--- src/hw/crcsd_defs.vh ---
// register offsets, resets and crc constants for the crc seed and capture block
`ifndef CRCSD_DEFS_VH
`define CRCSD_DEFS_VH
`define CRCSD_ADDR_SEED_LOW 8'h15
`define CRCSD_ADDR_SEED_HIGH 8'h16
`define CRCSD_ADDR_SENT_LOW 8'h17
`define CRCSD_ADDR_SENT_HIGH 8'h18
`define CRCSD_SEED_RESET 8'h00
`define CRCSD_SENT_RESET 8'h00
`define CRCSD_CRC_RESET 16'h0000
`define CRCSD_RDATA_IDLE 8'h00
`define CRCSD_POLY 16'h1021
`define CRCSD_MSB_FIRST 1'b1
`endif

--- src/hw/crcsd_engine.v ---
// crc16 accumulator, one data byte per step
`timescale 1ns/1ps
`include "crcsd_defs.vh"
module crcsd_engine #(
  parameter [15:0] POLY = `CRCSD_POLY,
  parameter MSB_FIRST = 1
) (
  input wire clock,
  input wire rst_n,
  input wire [15:0] seed,
  input wire start,
  input wire byte_valid,
  input wire [7:0] byte_data,
  output wire [15:0] crc
);
  reg [15:0] acc_q;
  reg [15:0] acc_d;
  reg [15:0] tmp;
  reg fb;
  integer i;

  always @* begin
    tmp = start ? seed : acc_q;
    fb = 1'b0;
    for (i = 0; i < 8; i = i + 1) begin
      if (MSB_FIRST != 0) begin
        fb = tmp[15] ^ byte_data[7 - i];
        tmp = {tmp[14:0], 1'b0} ^ (fb ? POLY : 16'h0000);
      end else begin
        fb = tmp[0] ^ byte_data[i];
        tmp = {1'b0, tmp[15:1]} ^ (fb ? POLY : 16'h0000);
      end
    end
    acc_d = acc_q;
    if (byte_valid) begin
      acc_d = tmp;
    end else if (start) begin
      acc_d = seed;
    end
  end

  always @(posedge clock or negedge rst_n) begin
    if (!rst_n) begin
      acc_q <= `CRCSD_CRC_RESET;
    end else begin
      acc_q <= acc_d;
    end
  end

  assign crc = acc_q;
endmodule

--- src/hw/crcsd_top.v ---
// crc16 seed registers, one crc engine each for tx and rx, sent-packet crc capture
// Functional notes
// - seed low byte loads accumulator low byte
// - seed high byte loads accumulator high byte
// - same seed for transmit and receive
// - sent crc low byte readable, read-only
// - sent crc high byte readable, read-only
`timescale 1ns/1ps
`include "crcsd_defs.vh"
module crcsd_top #(
  parameter [15:0] POLY = `CRCSD_POLY,
  parameter MSB_FIRST = 1
) (
  input wire clock,
  input wire rst_n,
  input wire reg_wr,
  input wire reg_rd,
  input wire [7:0] reg_addr,
  input wire [7:0] reg_wdata,
  output reg [7:0] reg_rdata_q,
  output reg reg_hit_q,
  input wire tx_start,
  input wire tx_byte_valid,
  input wire [7:0] tx_byte,
  input wire tx_done,
  output reg [15:0] tx_crc_q,
  input wire rx_start,
  input wire rx_byte_valid,
  input wire [7:0] rx_byte,
  output reg [15:0] rx_crc_q
);
  // ----------------------------------------
  // declarations
  // ----------------------------------------
  // channel 0 generates, channel 1 checks
  localparam NCH = 2;
  localparam CH_TX = 0;
  localparam CH_RX = 1;

  reg [7:0] seed_low_q;
  reg [7:0] seed_low_d;
  reg [7:0] seed_high_q;
  reg [7:0] seed_high_d;
  reg [7:0] sent_low_q;
  reg [7:0] sent_low_d;
  reg [7:0] sent_high_q;
  reg [7:0] sent_high_d;
  reg [7:0] rdata_d;
  reg hit_d;
  reg [15:0] tx_crc_d;
  reg [15:0] rx_crc_d;
  wire [15:0] seed;
  wire [NCH-1:0] ch_start;
  wire [NCH-1:0] ch_valid;
  wire [8*NCH-1:0] ch_byte;
  wire [16*NCH-1:0] ch_acc;
  wire [15:0] tx_acc;
  wire [15:0] rx_acc;
  wire sel_seed_low;
  wire sel_seed_high;
  wire sel_sent_low;
  wire sel_sent_high;
  wire sel_any;

  // ----------------------------------------
  // address decode
  // ----------------------------------------
  assign sel_seed_low = (reg_addr == `CRCSD_ADDR_SEED_LOW);
  assign sel_seed_high = (reg_addr == `CRCSD_ADDR_SEED_HIGH);
  assign sel_sent_low = (reg_addr == `CRCSD_ADDR_SENT_LOW);
  assign sel_sent_high = (reg_addr == `CRCSD_ADDR_SENT_HIGH);
  assign sel_any = sel_seed_low | sel_seed_high | sel_sent_low | sel_sent_high;

  // ----------------------------------------
  // seed registers
  // ----------------------------------------
  // seed byte join
  assign seed = {seed_high_q, seed_low_q};

  always @* begin
    seed_low_d = seed_low_q;
    seed_high_d = seed_high_q;
    if (reg_wr && sel_seed_low) begin
      seed_low_d = reg_wdata;
    end
    if (reg_wr && sel_seed_high) begin
      seed_high_d = reg_wdata;
    end
  end

  always @(posedge clock or negedge rst_n) begin
    if (!rst_n) begin
      seed_low_q <= `CRCSD_SEED_RESET;
      seed_high_q <= `CRCSD_SEED_RESET;
    end else begin
      seed_low_q <= seed_low_d;
      seed_high_q <= seed_high_d;
    end
  end

  // ----------------------------------------
  // crc engines
  // ----------------------------------------
  assign ch_start = {rx_start, tx_start};
  assign ch_valid = {rx_byte_valid, tx_byte_valid};
  assign ch_byte = {rx_byte, tx_byte};

  genvar g;
  generate
    for (g = 0; g < NCH; g = g + 1) begin : g_ch
      crcsd_engine #(
        .POLY(POLY),
        .MSB_FIRST(MSB_FIRST)
      ) u_eng (
        .clock(clock),
        .rst_n(rst_n),
        .seed(seed),
        .start(ch_start[g]),
        .byte_valid(ch_valid[g]),
        .byte_data(ch_byte[8*g +: 8]),
        .crc(ch_acc[16*g +: 16])
      );
    end
  endgenerate

  assign tx_acc = ch_acc[16*CH_TX +: 16];
  assign rx_acc = ch_acc[16*CH_RX +: 16];

  // ----------------------------------------
  // accumulator outputs
  // ----------------------------------------
  // one cycle behind the accumulators
  always @* begin
    tx_crc_d = tx_acc;
    rx_crc_d = rx_acc;
  end

  always @(posedge clock or negedge rst_n) begin
    if (!rst_n) begin
      tx_crc_q <= `CRCSD_CRC_RESET;
      rx_crc_q <= `CRCSD_CRC_RESET;
    end else begin
      tx_crc_q <= tx_crc_d;
      rx_crc_q <= rx_crc_d;
    end
  end

  // ----------------------------------------
  // sent-packet capture
  // ----------------------------------------
  // capture at completion
  // a byte taken with tx_done is not included
  always @* begin
    sent_low_d = sent_low_q;
    sent_high_d = sent_high_q;
    if (tx_done) begin
      sent_low_d = tx_acc[7:0];
      sent_high_d = tx_acc[15:8];
    end
  end

  always @(posedge clock or negedge rst_n) begin
    if (!rst_n) begin
      sent_low_q <= `CRCSD_SENT_RESET;
      sent_high_q <= `CRCSD_SENT_RESET;
    end else begin
      sent_low_q <= sent_low_d;
      sent_high_q <= sent_high_d;
    end
  end

  // ----------------------------------------
  // register read port
  // ----------------------------------------
  // read data holds until the next read
  always @* begin
    rdata_d = reg_rdata_q;
    hit_d = 1'b0;
    if (reg_rd) begin
      hit_d = sel_any;
      case (reg_addr)
        `CRCSD_ADDR_SEED_LOW: begin
          rdata_d = seed_low_q;
        end
        `CRCSD_ADDR_SEED_HIGH: begin
          rdata_d = seed_high_q;
        end
        `CRCSD_ADDR_SENT_LOW: begin
          rdata_d = sent_low_q;
        end
        `CRCSD_ADDR_SENT_HIGH: begin
          rdata_d = sent_high_q;
        end
        default: begin
          rdata_d = `CRCSD_RDATA_IDLE;
        end
      endcase
    end
  end

  always @(posedge clock or negedge rst_n) begin
    if (!rst_n) begin
      reg_rdata_q <= `CRCSD_RDATA_IDLE;
      reg_hit_q <= 1'b0;
    end else begin
      reg_rdata_q <= rdata_d;
      reg_hit_q <= hit_d;
    end
  end
endmodule

--- config.mk ---
export PLATFORM = sky130hd
export DESIGN_NAME = crcsd_top
export DESIGN_NICKNAME = d
export VERILOG_FILES = /design/src/hw/crcsd_engine.v /design/src/hw/crcsd_top.v
export VERILOG_INCLUDE_DIRS = /design/src /design/src/hw
export SDC_FILE = /design/constraint.sdc
export NUM_CORES = 1
export LEC_CHECK = 0
export BUFFER_PORTS_ARGS = -buffer_cell sky130_fd_sc_hd__buf_2
export CAP_MARGIN = 30
export CORE_MARGIN = 10
export CORE_UTILIZATION = 30
export DETAILED_ROUTE_END_ITERATION = 12
export PLACE_DENSITY_LB_ADDON = 0.25
export SETUP_SLACK_MARGIN = 0.05
export SLEW_MARGIN = 20
export SYNTH_ARGS = -nofsm -noshare
export SYNTH_HDL_FRONTEND = slang
export SYNTH_HIERARCHICAL = 1
export SYNTH_SLANG_ARGS = --single-unit
export TNS_END_PERCENT = 20
--- constraint.sdc ---
create_clock -name clock -period 2.06 [get_ports clock]
set_clock_uncertainty 0.05 [all_clocks]
set_input_delay 0.515 -clock clock [delete_from_list [all_inputs] [get_ports clock]]
set_output_delay 0.515 -clock clock [all_outputs]
set_load 0.005 [all_outputs]
After elaboration in Yosys (flattened, before gate mapping)
Index checks and enable logic that the tools add are counted.
{ "word_totals": {"input_bits": 41, "mem_bits_ro": 0, "reg_bits": 105, "mem_count": 0, "mem_bits_rw": 0, "latch_bits": 0} }
{ "op_classes": {"add_sub_neg": 0, "div_mod_pow": 0, "order_cmp": 0, "eq_ne": 4, "mul": 0, "reduce_logical": 2, "mux": 22, "shift": 0, "n_bitwise": 35} }
{ "ops": {"columns": ["operator", "count"], "rows": [
  ["$xor 16x16->16", 16],
  ["$mux 13", 16],
  ["$mux 16", 4],
  ["$eq 8x5->1 const B", 4],
  ["$pmux 8 s4", 1],
  ["$xor 1x1->1", 16],
  ["$or 1x1->1", 3],
  ["$logic_and 1x1->1", 2],
  ["$mux 1", 1]
]} }

Longest topological paths before layout
{ "logic_depth": {"ltp_word": 26, "ltp_mapped": 7, "mapped_depth_nobuf": 5} }

By module
Netlist, hierarchy kept.
{ "by_module_without_submodules": {"columns": ["mod", "seq_area_each_um2", "instances", "area_per_inst_um2", "cells_each"], "rows": [
  ["crcsd_top", 1826.8, 1, 2672.6, 158],
  ["crcsd_engine", 400.4, 2, 1093.5, 90]
]} }

Worst setup path before layout
Ideal clock, no wire load.
{ "synth_path": {"path_type": "input to register", "from": "input tx_start", "to": "register g_ch[0].u_eng.acc_q[12]", "required_time_ns": 1.931, "n_path_buf": 1, "arrival_ns": 1.650, "slack_ns": 0.281, "setup_ns": 0.079, "path_stages": 6, "path_cell_list": "buf_6 mux2i_1 xnor2_2 xnor3_1 nand2_1 xor2_1"} }
{ "synth_between": {"elab_chain_len": 14, "elab_cells_between_ends": 16, "classes_between": "5 x mux; 11 x bitwise"} }
{ "synth_lines": {"columns": ["element", "line_no", "rtl"], "rows": [
  ["start, declared", "crcsd_top.v:22", "input wire tx_start,"],
  ["$mux 16 (*)", null, null],
  ["$xor 16x16->16 (3 in a row)", "crcsd_engine.v:28", "tmp = {tmp[14:0], 1'b0} ^ (fb ? POLY : 16'h0000);"],
  ["$xor 1x1->1", "crcsd_engine.v:27", "fb = tmp[15] ^ byte_data[7 - i];"],
  ["$mux 13", "crcsd_engine.v:28", null],
  ["$xor 16x16->16 (4 in a row)", "crcsd_engine.v:28", null],
  ["$xor 1x1->1", "crcsd_engine.v:27", null],
  ["$mux 13", "crcsd_engine.v:28", null],
  ["$xor 16x16->16", "crcsd_engine.v:28", null],
  ["$mux 16 (*)", "crcsd_engine.v:35", "if (byte_valid) begin"],
  ["net g_ch[0].u_eng.acc_d[12]", "crcsd_engine.v:17", "reg [15:0] acc_d;"],
  ["end signal, assigned", "crcsd_engine.v:44", "acc_q <= `CRCSD_CRC_RESET;"],
  ["end, declared", "crcsd_engine.v:16", "reg [15:0] acc_q;"]
]} }
Mark *: on every way through the listed nets, which the timed path passes. The rest lies on a longest branch.
A chain may end at the register's enable or synchronous reset.

Worst setup path in the final report
{ "layout_path": {"from": "input tx_start", "to": "register g_ch[0].u_eng.acc_q[6]"} }
{ "layout_between": {"elab_chain_len": 14, "elab_cells_between_ends": 16, "classes_between": "5 x mux; 11 x bitwise"} }
{ "layout_lines": {"columns": ["element", "line_no"], "rows": [
  ["$mux 16 (*)", null],
  ["$xor 16x16->16 (2 in a row)", "crcsd_engine.v:28"],
  ["$xor 1x1->1", "crcsd_engine.v:27"],
  ["$mux 13", "crcsd_engine.v:28"],
  ["$xor 16x16->16 (4 in a row)", "crcsd_engine.v:28"],
  ["$xor 1x1->1", "crcsd_engine.v:27"],
  ["$mux 13", "crcsd_engine.v:28"],
  ["$xor 16x16->16 (2 in a row)", "crcsd_engine.v:28"],
  ["$mux 16 (*)", "crcsd_engine.v:35"],
  ["net g_ch[0].u_eng.acc_d[6]", "crcsd_engine.v:17"]
]} }
Marks and branches as above.

==> metrics <==
status=finished, final reports clean; ys async rst share=1.00; RR Startpoint=seed_high_q[7]; Power Density=1140 mW/mm^2; Yosys top cell by area=dfrtp_1; Final Cycle Share=0.822; worst skew pair latency=0.35 ns; LEAKAGE=2.84 nW; ys flop type=dfrtp_1; Hold Slack=0.0903 ns; Max Clk Rate=0.590 GHz; Syn. warnings=6; 1st-pass router iterations=4; Synthesized Nets=379; Worst Hold Class=input pin to async pin; Final setup viols=0; layout cells sized above 1=0.411; top post-synthesis cells by area=dfrtp_1 54%, mux2_2 9.5%, mux2i_1 8.7%, xor2_1 5.4%, xnor2_1 4.7%; fillers=1,577; RSZ-0062 raised after global routing=no; largest family of logic cells by synthesized area=multiplexers; # DRC=0; Inserted Diodes=0; max-slew violation count=0; CTS root buf=clkbuf_16; worst-margin pin slew=0.519 ns; FF-to-FF path depth=5; post-synthesis simple-gate area fraction=0.0505; clk sinks=105; H-tree depth=3; Die X-Extent=147 microns; Post-synth EDFFs=0; Avg WL per Cell=17.9 microns; Maximum Capacitance Violations=0; initial antenna violation count=0; critical path fanouts, max=7; Syn Area/Cell=14.4 sq um; Synth Area in XOR/XNOR=0.137; Antenna Violating Nets Remaining=0; vias in the first global route=3,302; cts hold-fix bufs=0; Die Area=0.0217 sq mm; adder-cell share of the synthesized area=0; GRT Total Usage=0.111; Worst slew margin=0.654; PostCTS Resize Cnt=0; Design Power=6.74 mW; Clk pin slew, worst setup/hold paths=0.07 ns; peak supply drop=448 uV; pre-CTS setup slack=-0.0255 ns; final net count=473; Req. time, crit path=2.24 ns; Post-Layout Cell Count=652; Area Growth Syn to Fin=21.4%; CP arrival=1.87 ns; Iteration-0 DRC Markers=120; Clock Tree Buf Depth=2; io pins=82; setup TNS=0 ns; crit path kind=input pin to register; CP Launch Type=input pin; post-synthesis mux area share=0.202; compound-cell area share of the yosys netlist=0.0463; CTS tree=yes; DP Wirelength=9.07 mm; CP Capture Type=register; routed wire length=11.7 mm; Worst Setup SP=tx_start; mapped cell area=0.00486 sq mm; Seq/Total Area, Yosys=0.541; library cells used by synthesis=35; post-synthesis instance total=338; Cells after DPL=637; Inserted Clock Buffers=9; final worst setup slack=0.366 ns; first-pass GRT wire length=18.9 mm; postcts setup bufs=0; via count=2,907; Avg Vias per Cell=4.46; port buffer count=81; final hold viol count=0; num rows=46; die height=147 microns; largest net degree at the start of global routing=41; post-synth top area share=0.541; core region area=0.0159 sq mm; gr ovfl total=0; min Tclk post-route=1.69 ns; Initial Util=0.306; placer congestion estimate=0.789; Yosys reg bits=105
[final timing paths]
path / slack (ns) / to
max: 0.37 / g_ch[0].u_eng/crc[6]
min: 0.09 / g_ch[1].u_eng/crc[12]
max reg2reg: 0.41 / g_ch[1].u_eng/crc[8]
min reg2reg: 0.33 / rx_crc_q[9]
max in group asynchronous: 1.24 / sent_low_q[1]
min in group clock: 0.33 / rx_crc_q[9]
[stage by stage]
stage	cell area (sq um)	util
2_1_floorplan	4860	-
3_3_place_gp	5580	0.351
3_5_place_dp	5580	0.351
4_1_cts	5900	0.371
5_1_grt	5900	0.371
6_report	5900	0.371
[final cells by class]
type                       instances  area (sq um)  area share
clock inverter                     4          76.3      0.0129
inverter                           2          7.51     0.00127
timing repair buffer              96           558      0.0946
multi-input combinational        218          2120       0.359
sequential                       105          2630       0.445
tap                              216           270      0.0458
clock buffer                      11           243      0.0411
[power by group]
part	internal (mW)	switching [mW]
clock	1.10	0.750
combinational	0.939	0.836
sequential	2.72	0.391
total	4.76	1.98
[synth_stat cells, drive strengths merged, types with 4 or more instances]
cell type,number
dfrtp,105
mux2i,48
mux2,41
xnor2,34
xor2,30
nand2,16
buf,9
a221o,7
a22oi,7
nor3,7
o21ai,6
a21oi,4
clkbuf,4
nor2,4
[per-layer routing]
layer	vias to the layer above	track usage	wire [microns]
li1	1378	-	-
met1	1456	0.140	5420
met2	61	0.176	5460
met3	12	0.0292	589
met4	0	0.0461	189
met5	-	0	0
[layout by cell type (no fill, tap or decap), types with 2 or more instances in the layout]
cell type,n
dfrtp_1,105
buf_2,80
mux2i_1,42
mux2_2,41
xor2_1,30
xnor2_1,26
nand2_1,15
buf_4,13
clkbuf_16,9
xnor2_2,8
a22oi_1,7
nor3_1,7
o21ai_0,6
a221o_2,5
mux2i_2,4
nor2_1,3
a21oi_1,3
buf_12,3
nor4b_4,2
nor2b_1,2
nand4_4,2
inv_1,2
a221o_1,2
bufinv_16,2
mux2i_4,2
xnor3_1,2
[registers in the layout, summed over array words and instances (netlist names)]
register and cells:
g_ch.u_eng/crc 32, rx_crc_q 16, tx_crc_q 16, reg_rdata_q 8
seed_high_q 8, seed_low_q 8, sent_high_q 8, sent_low_q 8
reg_hit_q 1
[worst max-delay path: stages]
cell	delay, ns
buf_2	0.15
buf_4	0.21
mux2i_1	0.30
xnor2_1	0.17
xnor2_1	0.27
xor2_1	0.17
mux2i_1	0.09
[kinds of logic (layout without fill, tap and decap cells)]
| logic type | Yosys count | count (layout) |
|---|---|---|
| DFF | 105 | 105 |
| muxes | 89 | 89 |
| xor gates and xnor gates | 66 | 66 |
| and+or+nand+nor | 36 | 36 |
| AOI/OAI and AO/OA | 27 | 27 |
| buffers and inverters | 15 | 113 |
Power figures use the tool's default switching activity.
